[config.mk]
export PLATFORM = sky130hd
export DESIGN_NAME = pll2_divider_and_lock_mux
export DESIGN_NICKNAME = d
export VERILOG_FILES = /design/src/pll2_cfg_pkg.sv /design/src/pll2_divider_and_lock_mux.sv
export SDC_FILE = /design/constraint.sdc
export NUM_CORES = 1
export LEC_CHECK = 0
export ABC_AREA = 1
export BUFFER_PORTS_ARGS = -buffer_cell sky130_fd_sc_hd__buf_2
export CAP_MARGIN = 5
export CORE_MARGIN = 4
export CORE_UTILIZATION = 50
export CTS_BUF_LIST = sky130_fd_sc_hd__clkbuf_16
export CTS_CLUSTER_SIZE = 8
export DETAILED_ROUTE_END_ITERATION = 10
export PLACE_DENSITY_LB_ADDON = 0.2
export SYNTH_ARGS = -nofsm -noshare
export SYNTH_HDL_FRONTEND = slang
export SYNTH_SLANG_ARGS = --single-unit
[constraint.sdc]
create_clock -name clock -period 2.85 [get_ports clock]
set_input_delay 0 -clock clock [delete_from_list [all_inputs] [get_ports clock]]
set_output_delay 0 -clock clock [all_outputs]
set_load 0.005 [all_outputs]
[src/pll2_cfg_pkg.sv]
package pll2_cfg_pkg;
    // Serial word: 28 data bits above a 4-bit register address
    localparam int WORD_BITS = 32;
    localparam int ADDR_BITS = 4;
    localparam logic [3:0] ADDR_PUMP_CTRL = 4'hD;
    localparam logic [3:0] ADDR_REF_LOCK = 4'hE;
    localparam logic [3:0] ADDR_FEEDBACK = 4'hF;

    // Field positions inside the 32-bit word
    localparam int PUMP_HIZ_POS = 4;
    localparam int FREQ_LSB = 24;
    localparam int SEL_LSB = 16;
    localparam int RDIV_LSB = 4;
    localparam int GAIN_LSB = 30;
    localparam int VDIV_LSB = 26;
    localparam int NDIV_LSB = 8;

    // Field widths
    localparam int FREQ_W = 8;
    localparam int RDIV_W = 12;
    localparam int SEL_W = 5;
    localparam int NDIV_W = 18;
    localparam int GAIN_W = 2;
    localparam int VDIV_W = 4;

    // Reset values
    localparam logic [7:0] FREQ_RST = 8'h0A;
    localparam logic [11:0] RDIV_RST = 12'h001;
    localparam logic [4:0] SEL_RST = 5'h00;
    localparam logic [17:0] NDIV_RST = 18'h00001;
    localparam logic [1:0] GAIN_RST = 2'h0;
    localparam logic [3:0] VDIV_RST = 4'h2;
    localparam logic HIZ_RST = 1'b0;

    // Legal limits
    localparam logic [7:0] FREQ_MAX = 8'hFA;
    localparam logic [3:0] VDIV_MIN = 4'h2;
    localparam logic [3:0] VDIV_MAX = 4'h8;

    // Lock pin source codes
    typedef enum logic [4:0] {
        SEL_HIZ = 5'b00000,
        SEL_HIGH = 5'b00001,
        SEL_LOW = 5'b00010,
        SEL_DLD2_HI = 5'b00011,
        SEL_DLD2_LO = 5'b00100,
        SEL_ALD2_PP = 5'b00101,
        SEL_ALD2_NOD = 5'b00110,
        SEL_ALD2_POD = 5'b00111,
        SEL_N2_HALF = 5'b01001,
        SEL_R2_HALF = 5'b01011,
        SEL_DLD1_HI = 5'b01110,
        SEL_DLD1_LO = 5'b01111,
        SEL_N1_HALF = 5'b10100,
        SEL_R1_HALF = 5'b10110,
        SEL_BOTH = 5'b10111,
        SEL_BOTH_INV = 5'b11000
    } lock_sel_e;
endpackage

[src/pll2_divider_and_lock_mux.sv]
// Contract
// - Frequency field 8 bits, 1..250 valid
// - 12-bit reference divider feeds phase detector
// - Selector codes 0,1,2: HiZ, high, low
// - Codes 3-7: digital and analog lock
// - Codes 9,11,20,22: divider outputs halved
// - Codes 14,15,23,24: loop-one and combined lock
// - Selector programmed over serial interface
// - 18-bit feedback divider feeds phase detector
// - Feedback divider write starts VCO tuning
// - Gain code picks current; high-Z overrides
// - VCO divider ratios 2 to 8
// - VCO divider drives distribution and feedback
// - High-Z bit one floats pump output
`timescale 1ns/1ps
`default_nettype none
module pll2_divider_and_lock_mux (
    // Clock and reset
    input wire logic clock,
    input wire logic nrst,
    // Three-wire serial programming pins
    input wire logic serialClock,
    input wire logic serialData,
    input wire logic serialLatch,
    // Clock events, one-cycle pulses from same-clock logic
    input wire logic referenceTick,
    input wire logic vcoTick,
    input wire logic pll1FeedbackTick,
    input wire logic pll1ReferenceTick,
    // Lock indications, same-clock levels
    input wire logic pll2DigitalLock,
    input wire logic pll2AnalogLock,
    input wire logic pll1DigitalLock,
    // Lock detect pin
    output logic lockPinOut,
    output logic lockPinOeN,
    // Phase detector and distribution
    output logic phaseRefPulse,
    output logic phaseFbPulse,
    output logic distributionTick,
    // Charge pump and tuning
    output logic [1:0] pumpCurrentSelect,
    output logic pumpHighZ,
    output logic vcoTuneStart,
    output logic [7:0] refFreqMhz,
    output logic refFreqValid
);
    // Whole block state in one packed record
    typedef struct packed {
        // Pin synchronisers, third stage only for edges
        logic [2:0] sckSync;
        logic [1:0] sdaSync;
        logic [2:0] leSync;
        // Serial shift register, newest bit at the bottom
        logic [31:0] shift;
        // Programmed fields, changed only on latch
        logic [7:0] freq;
        logic [11:0] rDiv;
        logic [4:0] sel;
        logic [17:0] nDiv;
        logic [1:0] gain;
        logic [3:0] vDiv;
        logic hiZ;
        // Divider counters
        logic [11:0] rCnt;
        logic [3:0] vCnt;
        logic [17:0] nCnt;
        // Divider output pulses, one cycle each
        logic rPulse;
        logic nPulse;
        logic vPulse;
        // Halved divider outputs for the lock pin
        logic rHalf;
        logic nHalf;
        logic r1Half;
        logic n1Half;
        // Tuning request pulse
        logic tune;
        // Lock pin drive, registered to avoid glitches
        logic pinOut;
        logic pinOeN;
    } state_s;

    state_s st;
    state_s next_st;

    logic sckRise;
    logic leRise;
    logic [3:0] addr;
    logic [3:0] vRatio;

    // Edges seen only on the second sync stage and its delayed copy
    assign sckRise = st.sckSync[1] & ~st.sckSync[2];
    assign leRise = st.leSync[1] & ~st.leSync[2];
    assign addr = st.shift[3:0];

    // Out-of-range VCO ratios fall back to the nearest legal one
    // Invalid codes are stored as written; only the count is clamped
    // Keeps the divider running rather than stalling the outputs
    always_comb begin
        if (st.vDiv < pll2_cfg_pkg::VDIV_MIN) begin
            vRatio = pll2_cfg_pkg::VDIV_MIN;
        end else if (st.vDiv > pll2_cfg_pkg::VDIV_MAX) begin
            vRatio = pll2_cfg_pkg::VDIV_MAX;
        end else begin
            vRatio = st.vDiv;
        end
    end

    // Next-state logic for the whole block
    always_comb begin
        next_st = st;
        next_st.sckSync = {st.sckSync[1:0], serialClock};
        next_st.sdaSync = {st.sdaSync[0], serialData};
        next_st.leSync = {st.leSync[1:0], serialLatch};
        next_st.tune = 1'b0;
        next_st.rPulse = 1'b0;
        next_st.nPulse = 1'b0;
        next_st.vPulse = 1'b0;

        // Shift register only; fields untouched until latch
        if (sckRise) begin
            next_st.shift = {st.shift[30:0], st.sdaSync[1]};
        end

        // Completed word is applied in one step on latch rise
        // Unknown addresses fall through and are ignored
        // Latch mid-word would apply a partial word; host must not
        if (leRise) begin
            if (addr == pll2_cfg_pkg::ADDR_PUMP_CTRL) begin
                next_st.hiZ = st.shift[pll2_cfg_pkg::PUMP_HIZ_POS];
            end else if (addr == pll2_cfg_pkg::ADDR_REF_LOCK) begin
                next_st.freq = st.shift[pll2_cfg_pkg::FREQ_LSB +: 8];
                next_st.sel = st.shift[pll2_cfg_pkg::SEL_LSB +: 5];
                next_st.rDiv = st.shift[pll2_cfg_pkg::RDIV_LSB +: 12];
            end else if (addr == pll2_cfg_pkg::ADDR_FEEDBACK) begin
                next_st.gain = st.shift[pll2_cfg_pkg::GAIN_LSB +: 2];
                next_st.vDiv = st.shift[pll2_cfg_pkg::VDIV_LSB +: 4];
                next_st.nDiv = st.shift[pll2_cfg_pkg::NDIV_LSB +: 18];
                next_st.tune = 1'b1;
            end
        end

        // Reference divider; a zero ratio stops its output
        // Compare with >= so a smaller new ratio never overruns
        if (referenceTick && st.rDiv != 12'h000) begin
            if (st.rCnt >= st.rDiv - 12'h001) begin
                next_st.rCnt = 12'h000;
                next_st.rPulse = 1'b1;
                next_st.rHalf = ~st.rHalf;
            end else begin
                next_st.rCnt = st.rCnt + 12'h001;
            end
        end

        // VCO output divider feeding distribution and feedback
        if (vcoTick) begin
            if (st.vCnt >= vRatio - 4'h1) begin
                next_st.vCnt = 4'h0;
                next_st.vPulse = 1'b1;
            end else begin
                next_st.vCnt = st.vCnt + 4'h1;
            end
        end

        // Feedback divider counts VCO divider output
        // Uses the registered pulse, so one cycle behind distribution
        if (st.vPulse && st.nDiv != 18'h00000) begin
            if (st.nCnt >= st.nDiv - 18'h00001) begin
                next_st.nCnt = 18'h00000;
                next_st.nPulse = 1'b1;
                next_st.nHalf = ~st.nHalf;
            end else begin
                next_st.nCnt = st.nCnt + 18'h00001;
            end
        end

        // Loop-one divider outputs are halved here too
        if (pll1FeedbackTick) begin
            next_st.n1Half = ~st.n1Half;
        end
        if (pll1ReferenceTick) begin
            next_st.r1Half = ~st.r1Half;
        end

        // Lock pin source; reserved codes float the pin
        next_st.pinOut = 1'b0;
        next_st.pinOeN = 1'b0;
        // Output value low while floating, except pull-up-only code 7, which holds it high
        case (st.sel)
            pll2_cfg_pkg::SEL_HIZ: begin
                next_st.pinOeN = 1'b1;
            end
            pll2_cfg_pkg::SEL_HIGH: begin
                next_st.pinOut = 1'b1;
            end
            pll2_cfg_pkg::SEL_LOW: begin
                next_st.pinOut = 1'b0;
            end
            // Loop-two lock levels
            pll2_cfg_pkg::SEL_DLD2_HI: begin
                next_st.pinOut = pll2DigitalLock;
            end
            pll2_cfg_pkg::SEL_DLD2_LO: begin
                next_st.pinOut = ~pll2DigitalLock;
            end
            pll2_cfg_pkg::SEL_ALD2_PP: begin
                next_st.pinOut = pll2AnalogLock;
            end
            pll2_cfg_pkg::SEL_ALD2_NOD: begin
                // Pull-down only; released when locked
                next_st.pinOut = 1'b0;
                next_st.pinOeN = pll2AnalogLock;
            end
            pll2_cfg_pkg::SEL_ALD2_POD: begin
                // Pull-up only; released when unlocked
                next_st.pinOut = 1'b1;
                next_st.pinOeN = ~pll2AnalogLock;
            end
            // Halved divider outputs, square wave at half rate
            pll2_cfg_pkg::SEL_N2_HALF: begin
                next_st.pinOut = st.nHalf;
            end
            pll2_cfg_pkg::SEL_R2_HALF: begin
                next_st.pinOut = st.rHalf;
            end
            pll2_cfg_pkg::SEL_N1_HALF: begin
                next_st.pinOut = st.n1Half;
            end
            pll2_cfg_pkg::SEL_R1_HALF: begin
                next_st.pinOut = st.r1Half;
            end
            // Loop-one and combined lock levels
            pll2_cfg_pkg::SEL_DLD1_HI: begin
                next_st.pinOut = pll1DigitalLock;
            end
            pll2_cfg_pkg::SEL_DLD1_LO: begin
                next_st.pinOut = ~pll1DigitalLock;
            end
            pll2_cfg_pkg::SEL_BOTH: begin
                next_st.pinOut = pll1DigitalLock & pll2DigitalLock;
            end
            pll2_cfg_pkg::SEL_BOTH_INV: begin
                next_st.pinOut = ~(pll1DigitalLock & pll2DigitalLock);
            end
            // Reserved codes float, the safest pin state
            default: begin
                next_st.pinOeN = 1'b1;
            end
        endcase
    end

    // State register; constants only under reset
    // Pin floats during reset so a shared lock line is not forced
    always_ff @(posedge clock or negedge nrst) begin
        if (!nrst) begin
            st <= '0;
            st.freq <= pll2_cfg_pkg::FREQ_RST;
            st.rDiv <= pll2_cfg_pkg::RDIV_RST;
            st.sel <= pll2_cfg_pkg::SEL_RST;
            st.nDiv <= pll2_cfg_pkg::NDIV_RST;
            st.gain <= pll2_cfg_pkg::GAIN_RST;
            st.vDiv <= pll2_cfg_pkg::VDIV_RST;
            st.hiZ <= pll2_cfg_pkg::HIZ_RST;
            st.pinOeN <= 1'b1;
        end else begin
            st <= next_st;
        end
    end

    // Outputs straight from flip-flops
    // Only the frequency check is decoded, from a stored field
    assign lockPinOut = st.pinOut;
    assign lockPinOeN = st.pinOeN;
    assign phaseRefPulse = st.rPulse;
    assign phaseFbPulse = st.nPulse;
    assign distributionTick = st.vPulse;
    assign pumpCurrentSelect = st.gain;
    assign pumpHighZ = st.hiZ;
    assign vcoTuneStart = st.tune;
    assign refFreqMhz = st.freq;
    // Valid only for 1..250 MHz
    assign refFreqValid = (st.freq != 8'h00) &&
        (st.freq <= pll2_cfg_pkg::FREQ_MAX);
endmodule
`default_nettype wire

==> results.md <==
- Status: finished, final reports clean
- Dpl hpwl: roughly 10000 microns
- Final Util: 0.5901
- Sequential Power Share: 0.384
- Routed WL per cell: approximately 12 microns
- Fmax: roughly 360 MHz
- Peak VDD IR: ~0.00044 V
- Std-Cell Rows: between 40 and 50
- Vias per cell: around 5
- Max Cap Viol: 0
- Cell Area, Synth: 7432 sq um
- DIE WIDTH: ~130 microns
- H-Tree Depth: 4
- Worst Path Max Fanout: 6
- Post-synthesis sequential area ratio: 0.4522
- Die ar.: around 17000 sq um
- Area Overhead vs Synth: 15.40%
- Drt pass-1 iters: 4
- # IOs: 30
- Residual DRC count: 0
- Synthesis warning total: 0
- First-pass GRT wire length: ~25000 microns
- Relative slew slack: 0.3693
- Root Driver: clkbuf_16
- Hold slack final: 0.2214 ns
- Final setup viols: 0
- Worst slew pin tran: ~0.95 ns
- Max-slew violations: 0
- Clock share of power: 0.376
- Clock latency on the worst-skew pair: 0.42 ns
- Antenna Cells: 0
- TritonCTS buffer count: 17
- Critical path's largest stage delay: about 0.38 ns
- # nets final: slightly above 1000
- Synth Instances: 922
- Placed cells: about 1100
- Worst-path clk slew: ~0.07 ns
- Vias in the first global route: 5351
- Comb pwr share: 0.240
- Final Worst Setup Slack: about 0.098 ns
- Vias: 5814
- Final worst path period share: 0.9657
- Crit end category: register
- Critical Path AT: around 3.1 ns
- Maximum buffer depth of the clock tree: 2
- Most frequent cells in the layout: nand2_1, dfrtp_1, inv_1
- Largest net degree at the start of global routing: about 110
- Commonest non-fill, non-tap cell in the layout: nand2_1
- Clk_skew: around 0.01 ns
- Final hold vios: 0
- HP Class: input port to async pin
- Internal power: 3.975 mW
- WL final: roughly 15000 microns
- Total track usage: 0.1836
- Routability-driven placement congestion ratio: slightly above 0.8
- Dpl ws: -0.01375 ns
- RSZ-0062 raised after global routing: true
- Sw Ratio: 0.3232
- Setup Crit Path Kind: register to register
- DRT iter0 DRCs: between 400 and 500
- Antenna Nets Post-Route: 0
- Critical-path cell list: or2_1 -> nor2_4 -> nand3_4 -> nor2_4 -> nand2_4 -> nor2_4 -> xor2_1 -> ha_1 -> nand2_1 -> nor2_4 -> buf_4 -> a21oi_2 -> nand4_1 -> nand2_2 -> clkinv_4 -> nor2_2
- Syn Nets: 975
- P_leak: approximately 4.4 nW
- Core Footprint: ~15000 sq um
- Netlist cell types: 37
- Initial Util: 0.5114
- Avg Cell Area, Syn: roughly 8 sq um
- CP most frequent cell: nor2_4
- Non-filler cells in the finished layout: 1166
- TritonCTS Sinks: ~130
- Die height: 129.9 microns
- Total negative slack: 0 ns
- Layout cells sized above 1: 0.1415
- Port Buffers: 29
- Switching power total: roughly 1.9 mW
- #FFs+latches synth: between 100 and 150
- Final Critical Period: around 2.8 ns
- CP Data Required Time: around 3.2 ns
- Remaining Overflow, GRT: 0
- Fill count: between 1000 and 1500
- Pwr dens: between 600 and 700 nW/um^2
- Initial antenna violation count: 0
- TritonCTS clock tree: done
- Startpoint Class: register
- Slowest cell on crit path: dfrtp_1
## cell type report
type                       instances  area [sq um]  share of cell area
multi-input combinational        630          3486              0.4064
sequential                       134          3361              0.3918
inverter                         125         476.7             0.05558
clock buffer                      17         425.4             0.04960
timing repair buffer              60         424.2             0.04945
tap                              184         230.2             0.02684
clock inverter                    15         167.7             0.01955
timing repair inverter             1         6.256           0.0007294
## logic make-up (layout without fill, tap and decap cells)
group           after synthesis  after routing  synth area share
simple gates                425            425            0.2540
fa+ha+maj                    41             41           0.06902
mux                           1              1          0.001515
xor+xnor                     38             38           0.04478
buf+inv                     158            218           0.08906
compound gates              124            124           0.08889
flops                       134            134            0.4522
other cells                   1              1         0.0005046
## power groups by stage
stage	clock network [mW]	logic [mW]	registers, mW
2_1_floorplan	0	1.01	2.24
3_3_place_gp	0	1.28	2.28
3_5_place_dp	0	1.30	2.28
4_1_cts	2.25	1.32	2.25
5_1_grt	2.34	1.63	2.27
6_report	2.21	1.41	2.25
## through the flow
stage                     cell area (sq um)  power, mW
final                                  8577      5.874
after floorplan                        7432      3.252
after detailed placement               7734      3.583
after global routing                   8577      6.238
after CTS                              8439      5.827
after global placement                 7734      3.560
## worst max-delay path, delay by kind of cell (launching register included)
family / cells / cell delay (ns)
AO/OA/AOI/OAI: 1 / 0.15
XOR/XNOR: 1 / 0.17
adder cells (fa/ha/maj): 1 / 0.27
buffers and inverters: 2 / 0.24
flip-flops: 1 / 0.38
AND/OR/NAND/NOR: 11 / 1.46
## state kept, by name (all words and copies together), names as in the netlist
signal,flops
vcoTuneStart,1
pumpCurrentSelect,2
phaseRefPulse,1
next_st,5
refFreqMhz,8
lockPinOeN,1
lockPinOut,1
distributionTick,1
st,108
addr,4
phaseFbPulse,1
pumpHighZ,1
## path summary, 6_finish.rpt
kind | start | end | slack (ns) | cells past startpoint
max | st[54]$_DFFE_PN0P_ | st[20]$_DFFE_PN0P_ | 0.1 | 16
min | nrst | phaseRefPulse$_DFF_PN0_ | 0.22 | 2
max reg2reg | st[54]$_DFFE_PN0P_ | st[20]$_DFFE_PN0P_ | 0.1 | 16
max in group asynchronous | nrst | st[5]$_DFFE_PN0P_ | 1.73 | 3
min reg2reg | next_st[132]$_DFF_PN0_ | next_st[133]$_DFF_PN0_ | 0.35 | 0
min in group clock | serialClock | next_st[132]$_DFF_PN0_ | 0.22 | 2
## what timing repair did
item | CTS | global route
resized for setup | 1 | 20
hold buffers | 11 | 0
pin swaps | 0 | 16
buffers inserted | 0 | 7
endpoints found under the hold margin | 112 | 0
gates cloned | 0 | 1
setup endpoints to repair | 10 | 24
## cells in the mapped netlist
| cell type | n | area (sq um) |
|---|---|---|
| a21o_1 | 1 | 7.510 |
| a21oi_1 | 19 | 95.09 |
| a31oi_1 | 1 | 6.260 |
| and2_1 | 2 | 12.51 |
| buf_2 | 5 | 25.02 |
| buf_4 | 10 | 75.07 |
| buf_6 | 3 | 33.78 |
| clkbuf_1 | 15 | 56.30 |
| conb_1 | 1 | 3.750 |
| dfrtp_1 | 128 | 3203 |
| dfstp_2 | 6 | 157.7 |
| ha_1 | 41 | 513.0 |
| inv_1 | 119 | 446.7 |
| inv_2 | 5 | 18.77 |
| inv_4 | 1 | 6.260 |
| mux2_2 | 1 | 11.26 |
| nand2_1 | 237 | 889.6 |
| nand2_2 | 5 | 31.28 |
| nand2_4 | 1 | 11.26 |
| nand3_1 | 45 | 225.2 |
| nand3_2 | 4 | 40.04 |
| nand3b_1 | 4 | 30.03 |
| nand4_1 | 24 | 150.1 |
| nor2_1 | 63 | 236.5 |
| nor2_2 | 16 | 100.1 |
| nor2_4 | 6 | 67.56 |
| nor3_1 | 15 | 75.07 |
| nor4_1 | 2 | 12.51 |
| o211ai_1 | 4 | 30.03 |
| o21ai_0 | 84 | 420.4 |
| o21ai_1 | 4 | 20.02 |
| o21bai_1 | 8 | 60.06 |
| o22ai_1 | 1 | 6.260 |
| o31ai_1 | 2 | 15.01 |
| or2_1 | 1 | 6.260 |
| xnor2_1 | 7 | 61.31 |
| xor2_1 | 31 | 271.5 |
## layer usage
layer	global-route usage	vias to the layer above	share of wire
met5	0	-	0
met4	0.05501	0	0.010
met3	0.04257	14	0.036
met2	0.2866	89	0.46
met1	0.2573	2680	0.50
li1	-	3031	-
Power figures use the tool's default switching activity.
